$ cat src/include/loopback_defines.svh
// Constants for the transceiver loopback selection block.
// Assumes a 50 MHz system clock and an APB register port with byte offsets.
// Function
// - Framer loop in T1 sends unframed ones.
// - Framer loop: receive fed from transmit.
// - Payload loop: transmit timed by receive clock.
// - Payload loop leaves receive side normal.
// - Payload loop holds channel clock, block low.
// - Payload loop ignores serial, insert, signaling.
// - T1 payload: 192 bits, framing regenerated.
// - E1 payload: 248 bits, overhead regenerated.
// - Remote loop returns line receive data, or framer-side pins if separated.
// - Local loop replaces receive with transmit.
// - Select bit sets shared pin role.
// - Connect table for line unit, framer.
// - Enabled channels take receive channel data.
// - Enable bits map channels one to 32.
// - Any channel subset may be looped.
`ifndef LOOPBACK_DEFINES_SVH
`define LOOPBACK_DEFINES_SVH
// Register indexes; each register is one word, so its byte address is four times its index.
`define IDX_LOOP_CTRL 10'h04A
`define IDX_CH_EN_1 10'h04B
`define IDX_CH_EN_2 10'h04C
`define IDX_CH_EN_3 10'h04D
`define IDX_CH_EN_4 10'h04E
`define IDX_MODE 10'h04F
`define IDX_STATUS 10'h050
`define ADDR_LOOP_CTRL {`IDX_LOOP_CTRL, 2'b00}
`define ADDR_CH_EN_1 {`IDX_CH_EN_1, 2'b00}
`define ADDR_CH_EN_2 {`IDX_CH_EN_2, 2'b00}
`define ADDR_CH_EN_3 {`IDX_CH_EN_3, 2'b00}
`define ADDR_CH_EN_4 {`IDX_CH_EN_4, 2'b00}
`define ADDR_MODE {`IDX_MODE, 2'b00}
`define ADDR_STATUS {`IDX_STATUS, 2'b00}
`define BIT_FRAMER_LOOP 0
`define BIT_PAYLOAD_LOOP 1
`define BIT_REMOTE_LOOP 2
`define BIT_LOCAL_LOOP 3
`define BIT_MUX 4
`define BIT_PIN_SEL 7
`define CTRL_WMASK 8'h9F
`define RESET_BYTE 8'h00
`define BITS_PER_SLOT 4'h8
`define T1_PAYLOAD_BITS 9'h0C0
`define E1_PAYLOAD_BITS 9'h0F8
`define T1_FRAME_BITS 9'h0C1
`define E1_FRAME_BITS 9'h100
`endif

$ cat src/include/loopback_pkg.sv
// Types shared by the loopback selection block.
// Assumes nothing beyond the defines header.
package loopback_pkg;
  typedef enum logic [1:0]
  {
    TX_NORMAL = 2'b00,
    TX_PAYLOAD = 2'b01,
    TX_REMOTE = 2'b10,
    TX_ONES = 2'b11
  } tx_src_t;
endpackage

$ cat src/design/bit_fifo.sv
// Small valid/ready FIFO used on the looped receive bit path.
// Assumes both sides run on the system clock.
`timescale 1ns/1ps
module bit_fifo
#(
  parameter int WIDTH = 3,
  parameter int DEPTH = 4
)
(
  // Clock and reset.
  input wire logic i_clk,
  input wire logic i_resetn,
  // Fill side.
  input wire logic i_valid,
  output logic o_ready,
  input wire logic [WIDTH-1:0] i_data,
  // Drain side.
  output logic o_valid,
  input wire logic i_ready,
  output logic [WIDTH-1:0] o_data
);
  localparam int AW = $clog2(DEPTH);
  logic [WIDTH-1:0] mem [DEPTH];
  logic [AW-1:0] wr_q;
  logic [AW-1:0] rd_q;
  logic [AW:0] cnt_q;
  logic push;
  logic pop;

  assign o_ready = (cnt_q != DEPTH[AW:0]);
  assign o_valid = (cnt_q != '0);
  assign o_data = mem[rd_q];
  assign push = i_valid && o_ready;
  assign pop = o_valid && i_ready;

  always_ff @(posedge i_clk)
  begin
    if (push)
    begin
      mem[wr_q] <= i_data;
    end
  end

  always_ff @(posedge i_clk or negedge i_resetn)
  begin
    if (!i_resetn)
    begin
      wr_q <= '0;
      rd_q <= '0;
      cnt_q <= '0;
    end
    else
    begin
      if (push)
      begin
        wr_q <= (wr_q == AW'(DEPTH - 1)) ? '0 : wr_q + 1'b1;
      end
      if (pop)
      begin
        rd_q <= (rd_q == AW'(DEPTH - 1)) ? '0 : rd_q + 1'b1;
      end
      cnt_q <= cnt_q + {{AW{1'b0}}, push} - {{AW{1'b0}}, pop};
    end
  end
endmodule

$ cat src/design/edge_sync.sv
// Two-flop synchroniser with rising-edge detect for an outside level.
// Assumes the input is asynchronous to the system clock.
`timescale 1ns/1ps
module edge_sync
(
  // Clock and reset.
  input wire logic i_clk,
  input wire logic i_resetn,
  // Asynchronous level in.
  input wire logic i_async,
  // Synchronised level and edges.
  output logic o_level,
  output logic o_rise,
  output logic o_fall
);
  logic meta_q;
  logic sync_q;
  logic prev_q;

  always_ff @(posedge i_clk or negedge i_resetn)
  begin
    if (!i_resetn)
    begin
      meta_q <= 1'b0;
      sync_q <= 1'b0;
      prev_q <= 1'b0;
    end
    else
    begin
      meta_q <= i_async;
      sync_q <= meta_q;
      prev_q <= sync_q;
    end
  end

  assign o_level = sync_q;
  assign o_rise = sync_q && !prev_q;
  assign o_fall = !sync_q && prev_q;
endmodule

$ cat src/design/loopback_ctrl.sv
// Loopback selection for one T1/E1 transceiver, with APB registers.
// Assumes line and backplane signals are slow pins sampled on I_CLK_SYS.
//
// Design decision made here: the APB interface to the registers.
`timescale 1ns/1ps
`include "loopback_defines.svh"
module loopback_ctrl
  import loopback_pkg::*;
#(
  parameter int FIFO_DEPTH = 4
)
(
  // System clock and reset.
  input wire logic I_CLK_SYS,
  input wire logic I_RESETN,
  // APB slave.
  input wire logic I_PSEL,
  input wire logic I_PENABLE,
  input wire logic I_PWRITE,
  input wire logic [11:0] I_PADDR,
  input wire logic [31:0] I_PWDATA,
  output logic [31:0] O_PRDATA,
  output logic O_PREADY,
  output logic O_PSLVERR,
  // Mode straps and shared pin.
  input wire logic I_E1_MODE,
  input wire logic I_MUX_OR_POWERDOWN_PIN,
  // Line receive pins and clock.
  input wire logic I_RX_LINE_POS_IN,
  input wire logic I_RX_LINE_NEG_IN,
  input wire logic I_RX_CLOCK_IN,
  input wire logic I_RX_FRAME_SYNC,
  // External framer-side pins.
  input wire logic I_FRAMER_TX_POS_IN,
  input wire logic I_FRAMER_TX_NEG_IN,
  input wire logic I_FRAMER_TX_CLOCK_IN,
  // Transmit clock, sync and backplane.
  input wire logic I_TX_CLOCK,
  input wire logic I_TX_FRAME_SYNC,
  input wire logic I_TX_SERIAL_IN,
  input wire logic I_TX_INSERT_IN,
  input wire logic I_TX_SIGNALING_IN,
  // Formatter bipolar output and receive framer data.
  input wire logic I_FMT_POS,
  input wire logic I_FMT_NEG,
  input wire logic I_RX_FRAMER_DATA,
  // Line transmit pins and framer-side receive path.
  output logic O_TX_LINE_POS_OUT,
  output logic O_TX_LINE_NEG_OUT,
  output logic O_RX_POS,
  output logic O_RX_NEG,
  output logic O_RX_TIMING_TICK,
  output logic O_RX_JITTER_ATTEN_PATH,
  // Transmit side outputs.
  output logic O_TX_TIMING_TICK,
  output logic O_TX_LINK_CLOCK,
  output logic O_TX_CHANNEL_CLOCK,
  output logic O_TX_CHANNEL_BLOCK,
  output logic O_TX_SERIAL_TO_FMT,
  output logic O_TX_INSERT_TO_FMT,
  output logic O_TX_SIGNALING_TO_FMT,
  output logic O_REGEN_OVERHEAD,
  output logic O_TX_POWERDOWN,
  output logic O_LINE_UNIT_CONNECTED
);
  ////////////////////////////////////////////////////////////////////////////
  // Input synchronisers.
  logic rx_clk_s, rx_clk_rise, tx_clk_s, tx_clk_rise;
  logic rxp_s, rxn_s, ftp_s, ftn_s, ftc_rise;
  logic txs_s, rxs_s, ser_s, ins_s, sig_s, fp_s, fn_s, rfd_s, pin_s, e1_s;
  logic [13:0] raw_in;
  logic [13:0] meta_q;
  logic [13:0] sync_q;

  edge_sync u_rx_clk
  (
    .i_clk(I_CLK_SYS),
    .i_resetn(I_RESETN),
    .i_async(I_RX_CLOCK_IN),
    .o_level(rx_clk_s),
    .o_rise(rx_clk_rise),
    .o_fall()
  );

  edge_sync u_tx_clk
  (
    .i_clk(I_CLK_SYS),
    .i_resetn(I_RESETN),
    .i_async(I_TX_CLOCK),
    .o_level(tx_clk_s),
    .o_rise(tx_clk_rise),
    .o_fall()
  );

  edge_sync u_ft_clk
  (
    .i_clk(I_CLK_SYS),
    .i_resetn(I_RESETN),
    .i_async(I_FRAMER_TX_CLOCK_IN),
    .o_level(),
    .o_rise(ftc_rise),
    .o_fall()
  );

  assign raw_in = {I_RX_LINE_POS_IN, I_RX_LINE_NEG_IN, I_FRAMER_TX_POS_IN,
                   I_FRAMER_TX_NEG_IN, I_TX_FRAME_SYNC, I_RX_FRAME_SYNC,
                   I_TX_SERIAL_IN, I_TX_INSERT_IN, I_TX_SIGNALING_IN, I_FMT_POS,
                   I_FMT_NEG, I_RX_FRAMER_DATA, I_MUX_OR_POWERDOWN_PIN, I_E1_MODE};

  always_ff @(posedge I_CLK_SYS or negedge I_RESETN)
  begin
    if (!I_RESETN)
    begin
      meta_q <= '0;
      sync_q <= '0;
    end
    else
    begin
      meta_q <= raw_in;
      sync_q <= meta_q;
    end
  end

  assign {rxp_s, rxn_s, ftp_s, ftn_s, txs_s, rxs_s, ser_s, ins_s, sig_s, fp_s,
          fn_s, rfd_s, pin_s, e1_s} = sync_q;

  ////////////////////////////////////////////////////////////////////////////
  // APB registers.
  logic [7:0] ctrl_q;
  logic [31:0] ch_en_q;
  logic [31:0] ch_active_q;
  logic apb_wr, apb_rd, addr_ok;

  function automatic logic addr_hit(input logic [11:0] a);
    addr_hit = (a == `ADDR_LOOP_CTRL) || (a == `ADDR_CH_EN_1) ||
               (a == `ADDR_CH_EN_2) || (a == `ADDR_CH_EN_3) ||
               (a == `ADDR_CH_EN_4) || (a == `ADDR_STATUS);
  endfunction

  assign addr_ok = addr_hit(I_PADDR);
  assign apb_wr = I_PSEL && I_PENABLE && I_PWRITE && addr_ok;
  assign apb_rd = I_PSEL && !I_PENABLE && !I_PWRITE;
  assign O_PREADY = 1'b1;
  assign O_PSLVERR = I_PSEL && I_PENABLE && !addr_ok;

  always_ff @(posedge I_CLK_SYS or negedge I_RESETN)
  begin
    if (!I_RESETN)
    begin
      ctrl_q <= `RESET_BYTE;
      ch_en_q <= '0;
    end
    else if (apb_wr)
    begin
      // Unused bits 5 and 6 are not stored; software keeps them zero.
      if (I_PADDR == `ADDR_LOOP_CTRL)
      begin
        ctrl_q <= I_PWDATA[7:0] & `CTRL_WMASK;
      end
      // Register n bit k enables channel 8*(n-1)+k+1.
      if (I_PADDR == `ADDR_CH_EN_1)
      begin
        ch_en_q[7:0] <= I_PWDATA[7:0];
      end
      if (I_PADDR == `ADDR_CH_EN_2)
      begin
        ch_en_q[15:8] <= I_PWDATA[7:0];
      end
      if (I_PADDR == `ADDR_CH_EN_3)
      begin
        ch_en_q[23:16] <= I_PWDATA[7:0];
      end
      if (I_PADDR == `ADDR_CH_EN_4)
      begin
        ch_en_q[31:24] <= I_PWDATA[7:0];
      end
    end
  end

  logic [4:0] slot_q;
  always_ff @(posedge I_CLK_SYS or negedge I_RESETN)
  begin
    if (!I_RESETN)
    begin
      O_PRDATA <= '0;
    end
    else if (apb_rd)
    begin
      case (I_PADDR)
        `ADDR_LOOP_CTRL: O_PRDATA <= {24'h000000, ctrl_q};
        `ADDR_CH_EN_1: O_PRDATA <= {24'h000000, ch_en_q[7:0]};
        `ADDR_CH_EN_2: O_PRDATA <= {24'h000000, ch_en_q[15:8]};
        `ADDR_CH_EN_3: O_PRDATA <= {24'h000000, ch_en_q[23:16]};
        `ADDR_CH_EN_4: O_PRDATA <= {24'h000000, ch_en_q[31:24]};
        `ADDR_STATUS: O_PRDATA <= {18'h00000, O_LINE_UNIT_CONNECTED, e1_s, slot_q,
                                   ch_active_q[slot_q], 6'h00};
        default: O_PRDATA <= '0;
      endcase
    end
  end

  logic framer_side_loop, payload_loop, remote_line_loop, local_line_loop, mux_bit, pin_sel;
  assign framer_side_loop = ctrl_q[`BIT_FRAMER_LOOP];
  assign payload_loop = ctrl_q[`BIT_PAYLOAD_LOOP];
  assign remote_line_loop = ctrl_q[`BIT_REMOTE_LOOP];
  assign local_line_loop = ctrl_q[`BIT_LOCAL_LOOP];
  assign mux_bit = ctrl_q[`BIT_MUX];
  assign pin_sel = ctrl_q[`BIT_PIN_SEL];

  ////////////////////////////////////////////////////////////////////////////
  // Shared pin role and line unit connection.
  logic connected;
  assign O_TX_POWERDOWN = pin_sel && pin_s;
  assign connected = !mux_bit && (pin_sel || pin_s);
  assign O_LINE_UNIT_CONNECTED = connected;

  // When separated, the external framer-side pins feed the framer instead.
  logic line_p, line_n, line_tx_tick;
  assign line_p = connected ? rxp_s : ftp_s;
  assign line_n = connected ? rxn_s : ftn_s;
  assign line_tx_tick = connected ? tx_clk_rise : ftc_rise;

  ////////////////////////////////////////////////////////////////////////////
  // Timing references.
  // Payload loop moves transmit timing onto the receive clock.
  assign O_TX_TIMING_TICK = payload_loop ? rx_clk_rise : line_tx_tick;
  assign O_TX_LINK_CLOCK = payload_loop ? rx_clk_s : tx_clk_s;
  // Framer loop retimes the receive side from the transmit clock.
  assign O_RX_TIMING_TICK = framer_side_loop ? tx_clk_rise : rx_clk_rise;
  // Payload loop forces channel clock and block low.
  assign O_TX_CHANNEL_CLOCK = payload_loop ? 1'b0 : tx_clk_s;
  assign O_TX_CHANNEL_BLOCK = payload_loop ? 1'b0 : |ch_en_q;

  ////////////////////////////////////////////////////////////////////////////
  // Slot counter on transmit frame; channel enables switch on boundaries.
  logic [2:0] bit_q;
  always_ff @(posedge I_CLK_SYS or negedge I_RESETN)
  begin
    if (!I_RESETN)
    begin
      bit_q <= '0;
      slot_q <= '0;
      ch_active_q <= '0;
    end
    else if (tx_clk_rise)
    begin
      if (txs_s)
      begin
        bit_q <= '0;
        slot_q <= '0;
        ch_active_q <= ch_en_q;
      end
      else if ({1'b0, bit_q} == `BITS_PER_SLOT - 4'h1)
      begin
        bit_q <= '0;
        slot_q <= slot_q + 5'h01;
        ch_active_q <= ch_en_q;
      end
      else
      begin
        bit_q <= bit_q + 3'h1;
      end
    end
  end

  ////////////////////////////////////////////////////////////////////////////
  // Receive data buffered for the per-channel substitution path.
  logic rxq_valid, rxq_ready, rxq_take, rx_buf_bit;
  logic [2:0] rxq_out;
  bit_fifo #(.WIDTH(3), .DEPTH(FIFO_DEPTH)) u_rx_fifo
  (
    .i_clk(I_CLK_SYS),
    .i_resetn(I_RESETN),
    .i_valid(rx_clk_rise),
    .o_ready(rxq_ready),
    .i_data({rxs_s, rfd_s, 1'b0}),
    .o_valid(rxq_valid),
    .i_ready(rxq_take),
    .o_data(rxq_out)
  );
  // Drained one bit per transmit clock; clocks must already be tied.
  assign rxq_take = tx_clk_rise;
  assign rx_buf_bit = rxq_valid ? rxq_out[1] : rfd_s;

  // Any set of enabled channels takes receive data in place of serial.
  logic use_rx;
  assign use_rx = ch_active_q[slot_q];
  // Payload loop ignores backplane serial, insert and signaling.
  assign O_TX_SERIAL_TO_FMT = payload_loop ? rfd_s : (use_rx ? rx_buf_bit : ser_s);
  assign O_TX_INSERT_TO_FMT = payload_loop ? 1'b0 : ins_s;
  assign O_TX_SIGNALING_TO_FMT = payload_loop ? 1'b0 : sig_s;
  // Framer regenerates framing, CRC and overhead; payload only.
  assign O_REGEN_OVERHEAD = payload_loop;

  ////////////////////////////////////////////////////////////////////////////
  // Transmit line source and receive path selection.
  tx_src_t src;
  always_comb
  begin
    if (remote_line_loop)
    begin
      src = TX_REMOTE;
    end
    else if (framer_side_loop && !e1_s)
    begin
      src = TX_ONES;
    end
    else if (payload_loop)
    begin
      src = TX_PAYLOAD;
    end
    else
    begin
      src = TX_NORMAL;
    end
  end

  // Unframed all-ones toggles marks between rails on each transmit tick.
  logic ones_pol_q;
  always_ff @(posedge I_CLK_SYS or negedge I_RESETN)
  begin
    if (!I_RESETN)
    begin
      ones_pol_q <= 1'b0;
      O_TX_LINE_POS_OUT <= 1'b0;
      O_TX_LINE_NEG_OUT <= 1'b0;
      O_RX_POS <= 1'b0;
      O_RX_NEG <= 1'b0;
      O_RX_JITTER_ATTEN_PATH <= 1'b0;
    end
    else
    begin
      if (O_TX_TIMING_TICK)
      begin
        ones_pol_q <= !ones_pol_q;
        case (src)
          TX_REMOTE:
          begin
            O_TX_LINE_POS_OUT <= line_p;
            O_TX_LINE_NEG_OUT <= line_n;
          end
          TX_ONES:
          begin
            O_TX_LINE_POS_OUT <= ones_pol_q;
            O_TX_LINE_NEG_OUT <= !ones_pol_q;
          end
          default:
          begin
            O_TX_LINE_POS_OUT <= fp_s;
            O_TX_LINE_NEG_OUT <= fn_s;
          end
        endcase
      end
      // Framer or local loop replaces line receive with transmit data.
      if (framer_side_loop || local_line_loop)
      begin
        O_RX_POS <= fp_s;
        O_RX_NEG <= fn_s;
      end
      else
      begin
        O_RX_POS <= line_p;
        O_RX_NEG <= line_n;
      end
      O_RX_JITTER_ATTEN_PATH <= local_line_loop;
    end
  end
endmodule

$ cat config.mk
export PLATFORM = sky130hd
export DESIGN_NAME = loopback_ctrl
export DESIGN_NICKNAME = d
export VERILOG_FILES = /design/src/include/loopback_pkg.sv /design/src/design/bit_fifo.sv /design/src/design/edge_sync.sv /design/src/design/loopback_ctrl.sv
export VERILOG_INCLUDE_DIRS = /design/src /design/src/include
export SDC_FILE = /design/constraint.sdc
export NUM_CORES = 1
export LEC_CHECK = 0
export ABC_AREA = 1
export BUFFER_PORTS_ARGS = -buffer_cell sky130_fd_sc_hd__buf_4
export CAP_MARGIN = 20
export CORE_MARGIN = 1.5
export CORE_UTILIZATION = 51
export DETAILED_ROUTE_END_ITERATION = 7
export GPL_TIMING_DRIVEN = 0
export PLACE_DENSITY = 0.77
export SETUP_SLACK_MARGIN = 0.3
export SYNTH_ARGS = -nofsm -noshare
export SYNTH_HDL_FRONTEND = slang
export SYNTH_SLANG_ARGS = --single-unit
$ cat constraint.sdc
create_clock -name I_CLK_SYS -period 2.11 [get_ports I_CLK_SYS]
set_input_delay 0.1055 -clock I_CLK_SYS [delete_from_list [all_inputs] [get_ports I_CLK_SYS]]
set_output_delay 0.1055 -clock I_CLK_SYS [all_outputs]
set_load 0.02 [all_outputs]
# Word-level counts from Yosys, hierarchy flattened

Memory sizes are Yosys's and may differ from the RTL's.
Index checks and enable logic that the tools add are counted.
Widths: inputs -> output; s select.

Flip-flop bits (word level): 160
RAM bits: 8
Input port bits: 66
Output and inout port bits: 50
Word-level logic and storage cells: 121
Memories kept: 1

Memory list:

| name          | words | bits a word | read ports | clocked after memory_dff | wr ports | line           | source |
|---|---|---|---|---|---|---|---|
| u_rx_fifo.mem | 4     | 2           | 1          | 0                        | 1        | bit_fifo.sv:23 | `logic [WIDTH-1:0] mem [DEPTH];` |

Add/sub/neg operators: 6
Order comparisons: 1
Eq/ne operators: 12
Mux-type cells: 33
Reduce and logical (&&, ||, !) cells: 39

Operators by type and width:

| kind                | count |
|---|---|
| $pmux 14 s6         | 1 |
| $eq 12x9->1 const B | 6 |
| $mux 32             | 2 |
| $reduce_or 32->1    | 1 |
| $mux 1              | 19 |
| $logic_and 1x1->1   | 14 |
| $reduce_and 2->1    | 6 |
| $mux 5              | 2 |
| $logic_not 1->1     | 9 |
| $eq 2x2->1 const B  | 4 |
| $mux 2              | 4 |
| $logic_or 1x1->1    | 7 |
| $lt 5x6->1 const B  | 1 |
| $mux 3              | 2 |
| $add 5x1->5 const B | 1 |
| $bmux 1 s5          | 1 |
| $add 2x1->2 const B | 2 |
| $pmux 1 s2          | 2 |
| $add 3x1->3         | 1 |
| $add 3x1->3 const B | 1 |
| $eq 3x3->1 const B  | 1 |
| $ne 3x3->1 const B  | 1 |
| $reduce_bool 3->1   | 1 |
| $sub 3x1->3         | 1 |
| $reduce_bool 2->1   | 1 |

# Depth between registers and ports, before layout

Word-level depth: 8
Mapped depth: 11
Depth with buffers taken out: 11

# By module

Synthesis repeated with hierarchy kept, for this count alone.

Cells, all modules: 800
Area total of the unflattened synthesis: 7095.6 um^2

Modules (own cells, without submodules):

| module        | instances | cells an instance | area an instance (um^2) | sequential area each (um^2) |
|---|---|---|---|---|
| loopback_ctrl | 1         | 689               | 5884.4                  | 3153.0 |
| bit_fifo      | 1         | 90                | 940.9                   | 535.5 |
| edge_sync     | 3         | 7                 | 90.1                    | 75.1 |

# Worst setup path before layout

Ideal clock, no wire load.

Kind: flip-flop to flip-flop
From: register u_rx_fifo.cnt_q[1]
To: register u_rx_fifo.cnt_q[2]
Arrival: 1840 ps
Path slack: 141 ps
Stages on the path, launching flop included: 11
Buffers on the path: 0
Cell sequence: dfrtp_1 > inv_1 > nand3b_1 > nand2_1 > inv_1 > ha_1 > inv_1 > ha_1 > fa_1 > xnor2_1 > xor2_1

Elaborated cells on any way between the ends: 6
Those cells by class: add/sub: 2; eq/ne: 1; reduce/logical: 3

RTL lines:

| element                  | line           | source |
|---|---|---|
| start: declaration       | bit_fifo.sv:26 | `logic [AW:0] cnt_q;` |
| start signal: assignment | bit_fifo.sv:62 | `cnt_q <= cnt_q + {{AW{1'b0}}, push} - {{AW{1'b0}}, pop};` |
| $reduce_bool 3->1        | bit_fifo.sv:31 | `assign o_valid = (cnt_q != '0);` |
| $logic_and 1x1->1        | bit_fifo.sv:34 | `assign pop = o_valid && i_ready;` |
| net u_rx_fifo.pop        | bit_fifo.sv:28 | `logic pop;` |
| $sub 3x1->3              | bit_fifo.sv:62 |  |

The timed path passes the listed nets, and every way through them passes these cells.
A chain may end at the register's enable or synchronous reset.

# Worst setup path after layout

From: register slot_q[0]
To: output port O_TX_SERIAL_TO_FMT

Cells in the longest elaborated chain, start to end: 4

Ends and longest elaborated chain:

| element                      | line                 | source |
|---|---|---|
| start: declaration           | loopback_ctrl.sv:180 | `logic [4:0] slot_q;` |
| start signal: assignment     | loopback_ctrl.sv:256 | `slot_q <= slot_q + 5'h01;` |
| $bmux 1 s5                   | loopback_ctrl.sv:287 | `assign use_rx = ch_active_q[slot_q];` |
| $mux 1 (not written as such) | loopback_ctrl.sv:287 |  |
| $mux 1 (2 in a row)          | loopback_ctrl.sv:289 | `assign O_TX_SERIAL_TO_FMT = payload_loop ? rfd_s : (use_rx ? rx_buf_bit : ser_s);` |
| end: declaration             | loopback_ctrl.sv:59  | `output logic O_TX_SERIAL_TO_FMT,` |

No other way between the ends. The select of a mux whose other input is x is not followed.

==> flow_summary_export.csv <==
group,metric,value,unit
outcome,status,"finished, violations left",
outcome,violations,"setup timing",
setup_path,crit_type,"reg -> out",
die,core,0.01267,mm^2
clock_tree,cts_root_buffer,"clkbuf_16",
setup_path,slowest_delay,0.48,ns
finish,instances_no_fill,1098,
finish,n_antenna_cell,0,
timing,fin_ws,-0.03303,ns
drt,ant_nets,0,
synthesis,dominantRegCellSynth,"dfrtp_1",
finish,finalNetCount,991,
power,p_per_area,862.6,mW/mm^2
die,initial_utilization,52.42,%
finish,regArea,0.003630,mm^2
setup_path,cp_max_fo,6,
timing,fin_hold_ws,0.005017,ns
synthesis,avgSynthCellArea,8.763,um^2
setup_path,endpoint_kind,"output pin",
placement,place_area,0.007488,mm^2
die,die_w,117.1,um
setup_path,critPathBufInv,3,
setup_path,critPathArrivalTime,2.04,ns
placement,dpl.hpwl,11290,um
global_routing,grt_max_degree,80,
drt,wl,17470,um
die,dieArea,0.01372,mm^2
synthesis,async_reset_ff_share,97.22,%
clock_tree,cts_max_path_buffers,2,
synthesis,seq_area_frac_synth,54.55,%
global_routing,grt_first_pass_wirelength,26650,um
drt,dr_total_vias,5685,
timing,period_share,101.6,%
timing,skew,0.009402,ns
synthesis,netlist_instances,758,
power,leakagePower,0.004305,uW
clock_tree,cts_buffers,17,
finish,multiInputGateArea,0.002605,mm^2
setup_path,crit_required,2.00,ns
synthesis,synthSimpleGateAreaFrac,21.53,%
global_routing,antenna_found_initial,0,
synthesis,synth_warnings,0,
synthesis,synth_top_family_by_area,"simple AND/OR/NAND/NOR gates",
global_routing,gr-usage-met2,42.26,%
drt,wl_per_cell,15.91,um
synthesis,synth.distinct_cells,44,
global_routing,gr-total-overflow,0,
global_routing,grt_pass1_vias,5339,
drt,initialDrtViolationCount,552,
setup_path,cp_top_family,"simple AND/OR/NAND/NOR gates",
synthesis,synth_edf_count,4,
synthesis,synth_area,0.006643,mm^2
timing,hold_viol_final,0,
timing,rsz0062_at_grt,"yes",
synthesis,synth_compound_area_share,10.72,%
clock_tree,htreeDepth,4,
timing,slew_headroom,62.15,%
run,cap_violations,0,
timing,layout_min_cycle_time,2.143,ns
drt,drc,0,
die,num_io_pins,116,
setup_path,critical_path.cell_chain,"inv_2 > buf_6 > nand2_1 > nand3_1 > nand3_2 > nand2_2 > nor2_2 > nand2_2 > nand2_2 > nand2_1 > nand3_1 > nand2_1 > buf_6",
placement,numPortBuffers,71,
global_routing,use_met1,33.71,%
synthesis,synthMuxAreaShare,0.1507,%
die,die_h,117.1,um
synthesis,ys_ff_latch,144,
timing,report.final.slew_viol_count,0,
clock_tree,clock-sinks,144,
finish,areaGrowthSynthToFinish,32.91,%
timing,setup_viol,1,
timing,worst_pin_slew,0.5677,ns
finish,fin_area,0.008828,mm^2
global_routing,grt_util_all_layers,26.27,%
placement,place_ws,0.03257,ns
clock_tree,clkSlewWorstSetupHoldPaths,0.06,ns
min_path,hold_path.class,"in -> reg",
global_routing,use_met3,6.746,%
finish,fillers,910,
die,num_rows,41,
setup_path,critPathLaunchType,"flop",
setup_path,cpMaxStageDelayCell,"dfrtp_2",
clock_tree,insertion_delay,0.43,ns
synthesis,synth_xor_area_share,0.3956,%
timing,max_clock_freq,466.6,MHz
drt,firstDrtPassIters,5,
power,vdd_ir_drop_max,0.0006247,V
global_routing,grt_most_used_layer,"met2",
synthesis,synth_adder_area_share,2.185,%
drt,vias_per_cell,5.178,
finish,drive_above_1_share,27.32,%
placement,place_inst,1019,
clock_tree,cts_tree,"yes",
placement,routabilityCongestion,0.9630,
## worst register-to-register path: stages, from the launching register on
cell	delay (ns)
dfrtp_1	0.40
nand3b_1	0.22
nand2_2	0.11
inv_2	0.06
ha_4	0.26
inv_2	0.04
ha_4	0.15
fa_2	0.35
xnor2_2	0.15
xor2_1	0.15
## worst paths after layout
kind	from	depth (start not counted)	end	slack (ns)
max	slot_q[0]	13	O_TX_SERIAL_TO_FMT	-0.03
min	I_PENABLE	4	O_PRDATA[2]	0.005
max reg2reg	u_rx_fifo.cnt_q[2]	9	u_rx_fifo.cnt_q[2]	0.12
min reg2reg	meta_q[13]	0	sync_q[13]	0.35
max in group asynchronous	I_RESETN	3	slot_q[1]	1.11
min in group asynchronous	I_RESETN	2	ch_en_q[28]	0.22
## power by group
| group | internal, uW | leakage (uW) | switching [uW] |
|---|---|---|---|
| sequential | 2960 | 0.00177 | 131 |
| clock | 2080 | 0.000309 | 1170 |
| combinational | 560 | 0.00222 | 716 |
| total | 5600 | 0.00430 | 2020 |
## final cells by class
type                    instances  area share [%]
well taps                     172           2.438
clock buffers                  20           5.300
inverters                     121           5.201
multi-input cells             474           29.51
repair buffers                120           11.38
clock inverters                11           1.984
plain buffers                  36           3.075
flip-flops and latches        144           41.11
## stage by stage
| stage | TNS [ns] | utilization [%] | power [uW] |
|---|---|---|---|
| finish | -0.03303 | 69.68 | 7615 |
| global route | -0.1012 | 69.68 | 7883 |
| CTS | 0 | 68.54 | 7503 |
| detailed placement | 0 | 59.10 | 3999 |
| global placement | 0 | 58.85 | 3960 |
| floorplan | 0 | - | 3690 |
## state kept, by name (all words and copies together), names as in the netlist, 2 cells and up
signal / count
ch_active_q: 32
slot_q: 5
u_rx_fifo.wr_q: 2
ch_en_q: 32
u_rx_fifo.rd_q: 2
meta_q: 13
u_rx_fifo.mem: 4
sync_q: 13
bit_q: 3
O_PRDATA: 14
u_rx_fifo.cnt_q: 3
ctrl_q: 6
## cell usage after synthesis (4+ instances only)
library cell / n / share of area (%)
buf_2: 4 / 0.30
a31oi_1: 5 / 0.47
clkbuf_1: 9 / 0.51
a21oi_1: 8 / 0.60
o21ai_0: 71 / 5.3
nor2_4: 4 / 0.68
nand3_4: 4 / 1.1
o21ai_2: 11 / 1.5
nand4_1: 11 / 1.0
nand2_1: 175 / 9.9
o31ai_1: 5 / 0.57
buf_4: 19 / 2.1
nor2_1: 51 / 2.9
o22ai_1: 6 / 0.57
nand3_1: 41 / 3.1
nor2_2: 4 / 0.38
edfxtp_1: 4 / 1.8
o21ai_1: 15 / 1.1
inv_1: 111 / 6.3
inv_2: 7 / 0.40
ha_1: 10 / 1.9
nor3_1: 8 / 0.60
nand2_2: 4 / 0.38
dfrtp_1: 140 / 53
## layer usage
metal,part of all wire [%],vias up
met2,49,261
met1,40,2675
li1,-,2691
met3,7.6,58
met5,0,-
met4,3.4,0
## cells by family after synthesis
group,Yosys count
compound gates,126
xor+xnor,3
fa+ha+maj,11
buf+inv,157
flops,144
mux,1
other cells,2
simple gates,314
## cells in the final DEF, fill, tap and decap left out, types with 3 or more instances in the layout
cell type / n
inv_1: 102
ha_1: 8
a21oi_1: 5
nor3_1: 8
buf_4: 109
o21ai_1: 14
inv_2: 16
nand2_2: 15
nand3_4: 4
inv_6: 3
bufinv_16: 4
dlygate4sd3_1: 26
o31ai_1: 5
dfrtp_2: 5
clkbuf_1: 5
a31oi_1: 4
nand3_2: 15
o22ai_1: 5
nand2_4: 3
buf_6: 6
conb_1: 19
o21ai_2: 12
clkbuf_16: 18
a21oi_2: 3
nand2_1: 162
nor2_2: 4
o21ai_0: 70
nand3_1: 28
clkbuf_8: 3
nor2_1: 49
buf_2: 4
nand4_1: 11
dfrtp_1: 135
edfxtp_1: 4
nor2_4: 6
## what timing repair did
action / in CTS / in global routing
hold buffers: 26 / 0
buffers inserted: 14 / 6
endpoints found under the hold margin: 93 / 0
pin swaps: 17 / 20
resized for setup: 48 / 34
cloned: 2 / 0
setup endpoints to repair: 35 / 19
No activity file was read; power rests on OpenSTA's default activity.
